File: config.mk
export PLATFORM = sky130hd
export DESIGN_NAME = ppm_port_pin_config_mux
export DESIGN_NICKNAME = d
export VERILOG_FILES = /design/src/rtl/ppm_arb2.v /design/src/rtl/ppm_port_pin_config_mux.v
export VERILOG_INCLUDE_DIRS = /design/src /design/src/rtl
export SDC_FILE = /design/constraint.sdc
export NUM_CORES = 1
export LEC_CHECK = 0
export BUFFER_PORTS_ARGS = -buffer_cell sky130_fd_sc_hd__buf_2
export CAP_MARGIN = 5
export CORE_ASPECT_RATIO = 1.1
export CORE_MARGIN = 4
export CORE_UTILIZATION = 33
export CTS_BUF_LIST = sky130_fd_sc_hd__clkbuf_8
export CTS_CLUSTER_SIZE = 14
export DETAILED_ROUTE_END_ITERATION = 6
export HOLD_SLACK_MARGIN = 0.12
export PLACE_DENSITY_LB_ADDON = 0.25
export SLEW_MARGIN = 20
export SYNTH_ARGS = -nofsm -noshare
export SYNTH_HDL_FRONTEND = slang
export SYNTH_SLANG_ARGS = --single-unit
File: constraint.sdc
create_clock -name clk -period 2.38 [get_ports clk]
set_clock_uncertainty 0.2 [all_clocks]
set_input_delay 0 -clock clk [delete_from_list [all_inputs] [get_ports clk]]
set_output_delay 0 -clock clk [all_outputs]
set_load 0.01 [all_outputs]
File: src/rtl/ppm_regs.vh
// Purpose: Register offsets, field positions and reset values of the port pin configuration block.
// Assumes: Avalon-MM word addressing, one 8-bit register per word in the low byte.
// Notes: The register at offset 0xf7 holds the pull select bits of all three ports.
`ifndef PPM_REGS_VH
`define PPM_REGS_VH
`define PPM_ADDR_W 8
`define PPM_OFF_P0_INPUT_MODE 8'h8f
`define PPM_OFF_P2_SELECT_PRIO 8'hf5
`define PPM_OFF_P2_INPUT_MODE 8'hf7
`define PPM_OFF_P0_DIRECTION 8'hfd
`define PPM_OFF_P1_DIRECTION 8'hfe
`define PPM_OFF_P2_DIRECTION_PRIO 8'hff
`define PPM_RST_BYTE 8'h00
`define PPM_RST_P2_DIRECTION 5'h00
`define PPM_MASK_P2_SELECT 8'h7f
`define PPM_MASK_P2_DIRECTION 8'hdf
`define PPM_MASK_P2_INPUT_MODE 8'he0
`define PPM_BIT_SER_SER 6
`define PPM_BIT_SER1_T3 5
`define PPM_BIT_T1_T4 4
`define PPM_BIT_SER0_T1 3
`define PPM_BIT_PULL_P0 5
`define PPM_BIT_PULL_P1 6
`define PPM_BIT_PULL_P2 7
`define PPM_P0PRI_SER0_SER1 2'h0
`define PPM_P0PRI_SER1_SER0 2'h1
`define PPM_P0PRI_T1A_SER1 2'h2
`define PPM_P0PRI_T1B_SER0 2'h3
`endif

File: src/rtl/ppm_arb2.v
// Purpose: Two-way pin owner arbiter for one shared pin group.
// Assumes: Request inputs are synchronous to clk.
// Notes: Combinational; the top registers its outputs.
`timescale 1ns/1ps
`default_nettype none
module ppm_arb2 (
  input wire req_a, // Unit A wants the pins.
  input wire req_b, // Unit B wants the pins.
  input wire pick_b, // Priority: 1 lets B win a conflict.
  output wire grant_a, // A owns the pins.
  output wire grant_b // B owns the pins.
);
  assign grant_a = req_a & ~(req_b & pick_b);
  assign grant_b = req_b & ~(req_a & ~pick_b);
endmodule
`default_nettype wire

File: src/rtl/ppm_port_pin_config_mux.v
// Purpose: Pin direction, function, input mode and peripheral priority for ports 0, 1 and 2.
// Assumes: Avalon-MM slave with waitrequest; 8-bit registers in the low byte of each word.
// Notes: Peripheral requests come from location decoding outside this block.
// How it works
// RL1 - On shared port 1 pins serial unit 0 wins when the serial-vs-serial bit is 0, unit 1 when 1.
// RL2 - On shared port 1 pins serial unit 1 wins when its timer 3 bit is 0, timer 3 when 1.
// RL3 - On shared port 1 pins timer 1 wins when its timer 4 bit is 0, timer 4 when 1.
// RL4 - On shared port 1 pins serial unit 0 wins when its timer 1 bit is 0, timer 1 when 1.
// RL5 - Select bits 2, 1, 0 give pins 4, 3, 0 of port 2 to their peripheral when 1, else GPIO.
// RL6 - Port 0 direction bits make pins outputs when 1, inputs when 0, resetting to zero.
// RL7 - Port 1 direction bits make pins outputs when 1, inputs when 0, resetting to zero.
// RL8 - Port 2 direction bits 4 to 0 make pins outputs when 1, resetting to zero.
// RL9 - The two-bit port 0 priority field picks which peripheral wins shared port 0 pins.
// RL10 - Port 0 input-mode bits choose pulled input when 0 and tristate when 1, resetting to zero.
// RL11 - One bit per port chooses pull-up when 0 and pull-down when 1 for pulled inputs.
// RL12 - The debug interface overrides port 2 function select and takes direction when it drives.
// RL13 - Unused register bits read as zero and ignore writes.
// RL14 - Software must not set up pin sharing that no priority setting resolves.
`timescale 1ns/1ps
`default_nettype none
`include "ppm_regs.vh"
module ppm_port_pin_config_mux (
  input wire clk, // Core clock, 40 MHz.
  input wire rst_n, // Asynchronous reset, active low.
  input wire [7:0] avs_address, // Word address.
  input wire avs_read, // Read request.
  input wire avs_write, // Write request.
  input wire [31:0] avs_writedata, // Write data, low byte used.
  input wire [3:0] avs_byteenable, // Byte enables, lane 0 used.
  output reg [31:0] avs_readdata, // Read data.
  output reg avs_waitrequest, // High until the access is answered.
  output reg [1:0] avs_response, // 00 okay, 10 slave error on unmapped address.
  input wire ser0_p1_req, // Serial unit 0 placed on shared port 1 pins.
  input wire ser1_p1_req, // Serial unit 1 placed on shared port 1 pins.
  input wire tmr1_p1_req, // Timer 1 placed on shared port 1 pins.
  input wire tmr3_p1_req, // Timer 3 placed on shared port 1 pins.
  input wire tmr4_p1_req, // Timer 4 placed on shared port 1 pins.
  input wire ser0_p0_req, // Serial unit 0 placed on shared port 0 pins.
  input wire ser1_p0_req, // Serial unit 1 placed on shared port 0 pins.
  input wire tmr1a_p0_req, // Timer 1 channels 0-1 on shared port 0 pins.
  input wire tmr1b_p0_req, // Timer 1 channel 2 on shared port 0 pins.
  input wire dbg_active, // Debug interface owns pins 1 and 2 of port 2.
  input wire dbg_drive, // Debug interface drives data to the host.
  output reg [3:0] p1_ser_ser_grant_q, // Bit0 ser0, bit1 ser1 on shared port 1 pins.
  output reg [1:0] p1_ser1_t3_grant_q, // Bit0 ser1, bit1 timer 3.
  output reg [1:0] p1_t1_t4_grant_q, // Bit0 timer 1, bit1 timer 4.
  output reg [1:0] p1_ser0_t1_grant_q, // Bit0 ser0, bit1 timer 1.
  output reg [3:0] p0_grant_q, // Port 0 owner: ser0, ser1, timer1 ch0-1, timer1 ch2.
  output reg [4:0] p2_periph_q, // Port 2 pin uses peripheral function.
  output reg [4:0] p2_dir_out_q, // Port 2 pin is an output.
  output reg [7:0] p0_dir_out_q, // Port 0 pin is an output.
  output reg [7:0] p1_dir_out_q, // Port 1 pin is an output.
  output reg [7:0] p0_tristate_q, // Port 0 input tristate when 1.
  output reg [2:0] pull_down_q // Per port: 1 pull-down, 0 pull-up.
);
  reg [7:0] port0_input_mode_q;
  reg [7:0] port2_select_and_priority_q;
  reg [7:0] port2_input_mode_q;
  reg [7:0] port0_direction_q;
  reg [7:0] port1_direction_q;
  reg [7:0] port2_direction_and_priority_q;
  reg ack_q;
  reg [7:0] rd_d;
  reg hit_d;
  wire wr_go;
  wire [7:0] wb;
  wire g_ss_a, g_ss_b, g_s1t3_a, g_s1t3_b, g_t1t4_a, g_t1t4_b, g_s0t1_a, g_s0t1_b;
  wire [1:0] p0_prio;
  reg [3:0] p0_grant_d;
  reg [4:0] p2_sel_d;
  reg [4:0] p2_dir_d;

  // One wait cycle per access: request seen, answer on the next edge.
  assign wr_go = avs_write & ack_q;
  assign wb = avs_writedata[7:0];

  always @* begin
    hit_d = 1'b1;
    rd_d = 8'h00;
    case (avs_address)
      `PPM_OFF_P0_INPUT_MODE: rd_d = port0_input_mode_q;
      `PPM_OFF_P2_SELECT_PRIO: rd_d = port2_select_and_priority_q;
      `PPM_OFF_P2_INPUT_MODE: rd_d = port2_input_mode_q;
      `PPM_OFF_P0_DIRECTION: rd_d = port0_direction_q;
      `PPM_OFF_P1_DIRECTION: rd_d = port1_direction_q;
      `PPM_OFF_P2_DIRECTION_PRIO: rd_d = port2_direction_and_priority_q;
      default: hit_d = 1'b0;
    endcase
  end

  always @(posedge clk or negedge rst_n) begin
    if (!rst_n) begin
      ack_q <= 1'b0;
      avs_waitrequest <= 1'b1;
      avs_readdata <= 32'h0000_0000;
      avs_response <= 2'h0;
    end else begin
      ack_q <= (avs_read | avs_write) & ~ack_q;
      avs_waitrequest <= ~((avs_read | avs_write) & ~ack_q);
      avs_readdata <= {24'h00_0000, rd_d}; // [RL13]
      avs_response <= hit_d ? 2'h0 : 2'h2;
    end
  end

  always @(posedge clk or negedge rst_n) begin
    if (!rst_n) begin
      port0_input_mode_q <= `PPM_RST_BYTE; // [RL10]
      port2_select_and_priority_q <= `PPM_RST_BYTE;
      port2_input_mode_q <= `PPM_RST_BYTE;
      port0_direction_q <= `PPM_RST_BYTE; // [RL6]
      port1_direction_q <= `PPM_RST_BYTE; // [RL7]
      port2_direction_and_priority_q <= `PPM_RST_BYTE; // [RL8]
    end else if (wr_go && avs_byteenable[0]) begin
      case (avs_address)
        `PPM_OFF_P0_INPUT_MODE: port0_input_mode_q <= wb;
        `PPM_OFF_P2_SELECT_PRIO: port2_select_and_priority_q <= wb & `PPM_MASK_P2_SELECT; // [RL13]
        `PPM_OFF_P2_INPUT_MODE: port2_input_mode_q <= wb & `PPM_MASK_P2_INPUT_MODE; // [RL13]
        `PPM_OFF_P0_DIRECTION: port0_direction_q <= wb;
        `PPM_OFF_P1_DIRECTION: port1_direction_q <= wb;
        `PPM_OFF_P2_DIRECTION_PRIO: port2_direction_and_priority_q <= wb & `PPM_MASK_P2_DIRECTION; // [RL13]
        default: port0_input_mode_q <= port0_input_mode_q;
      endcase
    end
  end

  // Conflicts that no single bit resolves are left to software to avoid. [RL14]
  ppm_arb2 u_ser_ser (
    .req_a(ser0_p1_req), .req_b(ser1_p1_req),
    .pick_b(port2_select_and_priority_q[`PPM_BIT_SER_SER]),
    .grant_a(g_ss_a), .grant_b(g_ss_b)); // [RL1]
  ppm_arb2 u_ser1_t3 (
    .req_a(ser1_p1_req), .req_b(tmr3_p1_req),
    .pick_b(port2_select_and_priority_q[`PPM_BIT_SER1_T3]),
    .grant_a(g_s1t3_a), .grant_b(g_s1t3_b)); // [RL2]
  ppm_arb2 u_t1_t4 (
    .req_a(tmr1_p1_req), .req_b(tmr4_p1_req),
    .pick_b(port2_select_and_priority_q[`PPM_BIT_T1_T4]),
    .grant_a(g_t1t4_a), .grant_b(g_t1t4_b)); // [RL3]
  ppm_arb2 u_ser0_t1 (
    .req_a(ser0_p1_req), .req_b(tmr1_p1_req),
    .pick_b(port2_select_and_priority_q[`PPM_BIT_SER0_T1]),
    .grant_a(g_s0t1_a), .grant_b(g_s0t1_b)); // [RL4]

  assign p0_prio = port2_direction_and_priority_q[7:6];

  // The unit named first by the field takes the pins when it asks; else the second; modes 2 and 3 then fall to the other serial unit.
  always @* begin
    p0_grant_d = 4'h0;
    case (p0_prio) // [RL9]
      `PPM_P0PRI_SER0_SER1: begin
        p0_grant_d[0] = ser0_p0_req;
        p0_grant_d[1] = ser1_p0_req & ~ser0_p0_req;
      end
      `PPM_P0PRI_SER1_SER0: begin
        p0_grant_d[1] = ser1_p0_req;
        p0_grant_d[0] = ser0_p0_req & ~ser1_p0_req;
      end
      `PPM_P0PRI_T1A_SER1: begin
        p0_grant_d[2] = tmr1a_p0_req;
        p0_grant_d[1] = ser1_p0_req & ~tmr1a_p0_req;
        p0_grant_d[0] = ser0_p0_req & ~ser1_p0_req & ~tmr1a_p0_req;
      end
      `PPM_P0PRI_T1B_SER0: begin
        p0_grant_d[3] = tmr1b_p0_req;
        p0_grant_d[0] = ser0_p0_req & ~tmr1b_p0_req;
        p0_grant_d[1] = ser1_p0_req & ~ser0_p0_req & ~tmr1b_p0_req;
      end
      default: p0_grant_d = 4'h0;
    endcase
  end

  // Pins 1 and 2 carry debug data and clock; debug overrides their select and, when driving, the direction of pin 1.
  always @* begin
    p2_sel_d = {port2_select_and_priority_q[2], port2_select_and_priority_q[1],
                1'b0, 1'b0, port2_select_and_priority_q[0]}; // [RL5]
    p2_dir_d = port2_direction_and_priority_q[4:0]; // [RL8]
    if (dbg_active) begin
      p2_sel_d[2:1] = 2'h3; // [RL12]
      if (dbg_drive) begin
        p2_dir_d[1] = 1'b1; // [RL12]
      end
    end
  end

  always @(posedge clk or negedge rst_n) begin
    if (!rst_n) begin
      p1_ser_ser_grant_q <= 4'h0;
      p1_ser1_t3_grant_q <= 2'h0;
      p1_t1_t4_grant_q <= 2'h0;
      p1_ser0_t1_grant_q <= 2'h0;
      p0_grant_q <= 4'h0;
      p2_periph_q <= 5'h00;
      p2_dir_out_q <= `PPM_RST_P2_DIRECTION;
      p0_dir_out_q <= `PPM_RST_BYTE;
      p1_dir_out_q <= `PPM_RST_BYTE;
      p0_tristate_q <= `PPM_RST_BYTE;
      pull_down_q <= 3'h0;
    end else begin
      p1_ser_ser_grant_q <= {2'h0, g_ss_b, g_ss_a}; // [RL1]
      p1_ser1_t3_grant_q <= {g_s1t3_b, g_s1t3_a}; // [RL2]
      p1_t1_t4_grant_q <= {g_t1t4_b, g_t1t4_a}; // [RL3]
      p1_ser0_t1_grant_q <= {g_s0t1_b, g_s0t1_a}; // [RL4]
      p0_grant_q <= p0_grant_d;
      p2_periph_q <= p2_sel_d;
      p2_dir_out_q <= p2_dir_d;
      p0_dir_out_q <= port0_direction_q; // [RL6]
      p1_dir_out_q <= port1_direction_q; // [RL7]
      p0_tristate_q <= port0_input_mode_q; // [RL10]
      pull_down_q <= {port2_input_mode_q[`PPM_BIT_PULL_P2],
                      port2_input_mode_q[`PPM_BIT_PULL_P1],
                      port2_input_mode_q[`PPM_BIT_PULL_P0]}; // [RL11]
    end
  end
endmodule
`default_nettype wire

==> results.md <==
- Status: completed
- Top cell type's share of synthesized area: 63.2%
- Smallest hold slack: 0.189 ns
- Most common cell in the netlist: dfrtp_1
- Top cells by count, synth: 99 x dfrtp_1, 44 x mux2_2, 31 x buf_4
- First-pass GRT wire length: 14100 µm
- Crit-path cells: dlygate4sd3_1 -> buf_2 -> nor4b_4 -> dlygate4sd3_1 -> buf_4 -> a21oi_1 -> o22a_1
- Largest net degree at the start of global routing: 57
- Post-layout min period: 2.00 ns
- Num CTS Buffers: 9
- Ys async rst share: 100%
- Crit-path leading delay family: buffers and inverters
- Unrepaired setup endpoints after global routing: no
- Via count: 2583
- Netlist cell types: 39
- EDFF count, synth: 0
- Crit. End Element: flop
- DR top layer: met4
- Min-delay worst type: in2reg
- Die Ht: 122 µm
- Vias per inst: 4.59
- CTS tree: done
- Final #Nets: 467
- Crit. path cell count: 7
- Final Slew Violations: 0
- WS Path Type: in2reg
- I/O pins: 145
- Worst-skew pair later-pin latency: 0.36 ns
- Dpl hpwl: 6290 µm
- FMAX: 0.501 GHz
- Final GP Congestion: 0.746
- # Max-Cap Violations: 0
- Slowest stage cell, crit path: dlygate4sd3_1
- Post-Syn Instances: 275
- Yosys Warn Count: 0
- Sw Share: 22.7%
- DR WL met3: 621 µm
- Starting density of the core: 34.0%
- Share of layout cells above drive strength 1: 38.7%
- Seq cells post-synth: 100
- Total Neg Setup Slack: 0 ns
- FF-to-FF path depth: 3
- # setup viols final: 0
- Internal power: 0.00238 W
- DP Area: 4430 µm²
- Post-synth top area cell: dfrtp_1
- Main area contributors after synthesis: dfrtp_1 63%, mux2_2 13%, buf_4 5.9%
- Maximum vdd drop: 0.247 mV
- Vias in the first global route: 2649
- Power density over cell area: 610 nW/µm²
- Clock transition at path regs: 0.09 ns
- Flop pwr share: 56.8%
- Antenna-violating nets left: 0
- CTS Sinks: 100
- WL/cell: 16.2 µm
- Postcts setup bufs: 0
- Fill count: 1074
- Synthesized area: 3920 µm²
- Std-Cell Rows: 41
- CP dominant cell by count: dlygate4sd3_1
- Clock root cell: clkbuf_8
- Die X: 112 µm
- Clock Power Share: 35.1%
- Leak: 2.63 nW
- Avg Inst Size Synth: 14.3 µm²
- WP buf/inv: 4
- Iteration count of the initial detailed-routing pass: 4
- Core area: 11500 µm²
- DR iter-0 viols: 101
- Hold depth: 3
- Reg area: 2500 µm²
- Main synth FF type: dfrtp_1
- Port buffer count: 90
- H-tree depth: 3
- Worst setup SP type: input port
- Switch Pwr: 0.000698 W
- Gr ovfl total: 0
- Met2 WL: 4330 µm
- Sequential element share of the synthesized area: 63.9%
- Crit-path max cell delay: 0.59 ns
- Total Wirelength: 9120 µm
- Worst path arrival time: 2.04 ns
- Final hold violation count: 0
- Wire length on met1: 3910 µm
- Initial antenna violation count: 0
- CTS Buffer Depth: 2
- Die ar.: 13700 µm²
- Combinational Power Share: 8.1%
- Cell area after layout: 5040 µm²
- Layout area overhead: 28.6%
- Critical Path RT: 2.43 ns
- Area of the multi-input gates: 1220 µm²
- Final core occ: 43.7%
- Residual DRC count: 0
- GRT Total Usage: 13.5%
- Diodes inserted: 0
- Critical Path Fanout Max: 9
- Fin crit share: 83.9%
[sequential cells by signal (all words and copies together) (netlist names), 4 cells and up]
signal / flops
p0_dir_out_q: 8
port0_input_mode_q: 8
port1_direction_q: 8
p2_dir_out_q: 5
avs_readdata: 8
port2_direction_and_priority_q: 7
p0_tristate_q: 8
p0_grant_q: 4
port0_direction_q: 8
port2_select_and_priority_q: 7
p1_dir_out_q: 8
p2_periph_q: 4
[routing by layer]
metal  GRT usage, %  vias up
li1               -     1201
met1           16.8     1269
met2           21.6       95
met3           3.30       18
met4           7.30        0
met5              0        -
[placed cells by master, fill, tap and decap left out, types with 2 or more instances in the layout]
cell           netlist  final
inv_1                5      6
dfrtp_1             99     99
clkinv_2             0      2
o211ai_1             5      5
o21a_1               2      2
and4b_1              2      2
nor2b_1              3      3
dlygate4sd3_1        0     39
and4_1               3      3
conb_1               1     27
buf_12               0      2
clkbuf_8             0     11
buf_2                6     89
a22oi_1             10     10
o221ai_1             3      3
nand4b_1             3      3
nand3_1             10     10
mux2i_1              2      2
nand2_1              6      6
buf_4               31      4
nor2_1               4      4
and2_1               2      2
and3b_1              2      2
nand4_1              2      2
a21boi_0             8      8
and3_1               6      6
mux2_2              44     44
[power groups by stage]
| stage | registers (W) | clock network (W) | logic, W |
|---|---|---|---|
| floorplan | 0.00179 | 0 | 0.000106 |
| global placement | 0.00178 | 0 | 0.000194 |
| detailed placement | 0.00178 | 0 | 0.000198 |
| CTS | 0.00175 | 0.00112 | 0.000253 |
| global route | 0.00175 | 0.00121 | 0.000276 |
| finish | 0.00175 | 0.00108 | 0.000250 |
[worst reg2reg max path: cells and delay by family (launching register included)]
family / cells / cell delay [ns]
simple gates: 2 / 0.77
mux: 1 / 0.40
flops: 1 / 0.36
[logic make-up after synthesis]
| kind of cell | count (synthesis) | share of synthesized area, % |
|---|---|---|
| AO/OA/AOI/OAI | 35 | 6.73 |
| buffers and inverters | 43 | 7.47 |
| flip-flops | 100 | 63.9 |
| multiplexers | 46 | 13.2 |
| other | 1 | 0.0957 |
| AND/OR/NAND/NOR | 50 | 8.68 |
[area by class of cell]
type                            instances  share of cell area, %
Sequential cell                       100                   49.7
Multi-Input combinational cell        158                   24.2
Timing Repair Buffer                  134                   18.0
Tap cell                              150                   3.72
Clock buffer                           11                   3.00
Clock inverter                          5                   1.02
Inverter                                5                  0.372
[worst paths after layout]
kind | slack [ns] | from | endpoint
hold / removal | 0.19 | dbg_drive | p2_dir_out_q[1]$_DFF_PN0_
max in group asynchronous | 1.18 | rst_n | p1_dir_out_q[2]$_DFF_PN0_
setup reg to reg | 0.55 | ack_q$_DFF_PN0_ | port0_direction_q[2]$_DFFE_PN0P_
hold reg to reg | 0.21 | port0_direction_q[7]$_DFFE_PN0P_ | p0_dir_out_q[7]$_DFF_PN0_
setup / recovery | 0.38 | avs_address[4] | avs_response[1]$_DFF_PN0_
min in group asynchronous | 0.51 | rst_n | avs_waitrequest$_DFF_PN1_
[metrics by stage]
| stage | std cells | total power [W] | setup WS, ns |
|---|---|---|---|
| floorplan | 301 | 0.00189 | 0.863 |
| global placement | 507 | 0.00197 | 0.568 |
| detailed placement | 507 | 0.00198 | 0.534 |
| CTS | 563 | 0.00312 | 0.427 |
| global route | 563 | 0.00323 | 0.348 |
| finish | 563 | 0.00308 | 0.384 |
[what timing repair did]
item	CTS	global route
gates resized for setup	0	0
endpoints found under the hold margin	166	0
hold buffers	40	0
Note: power is estimated with default switching activity, not from simulation.
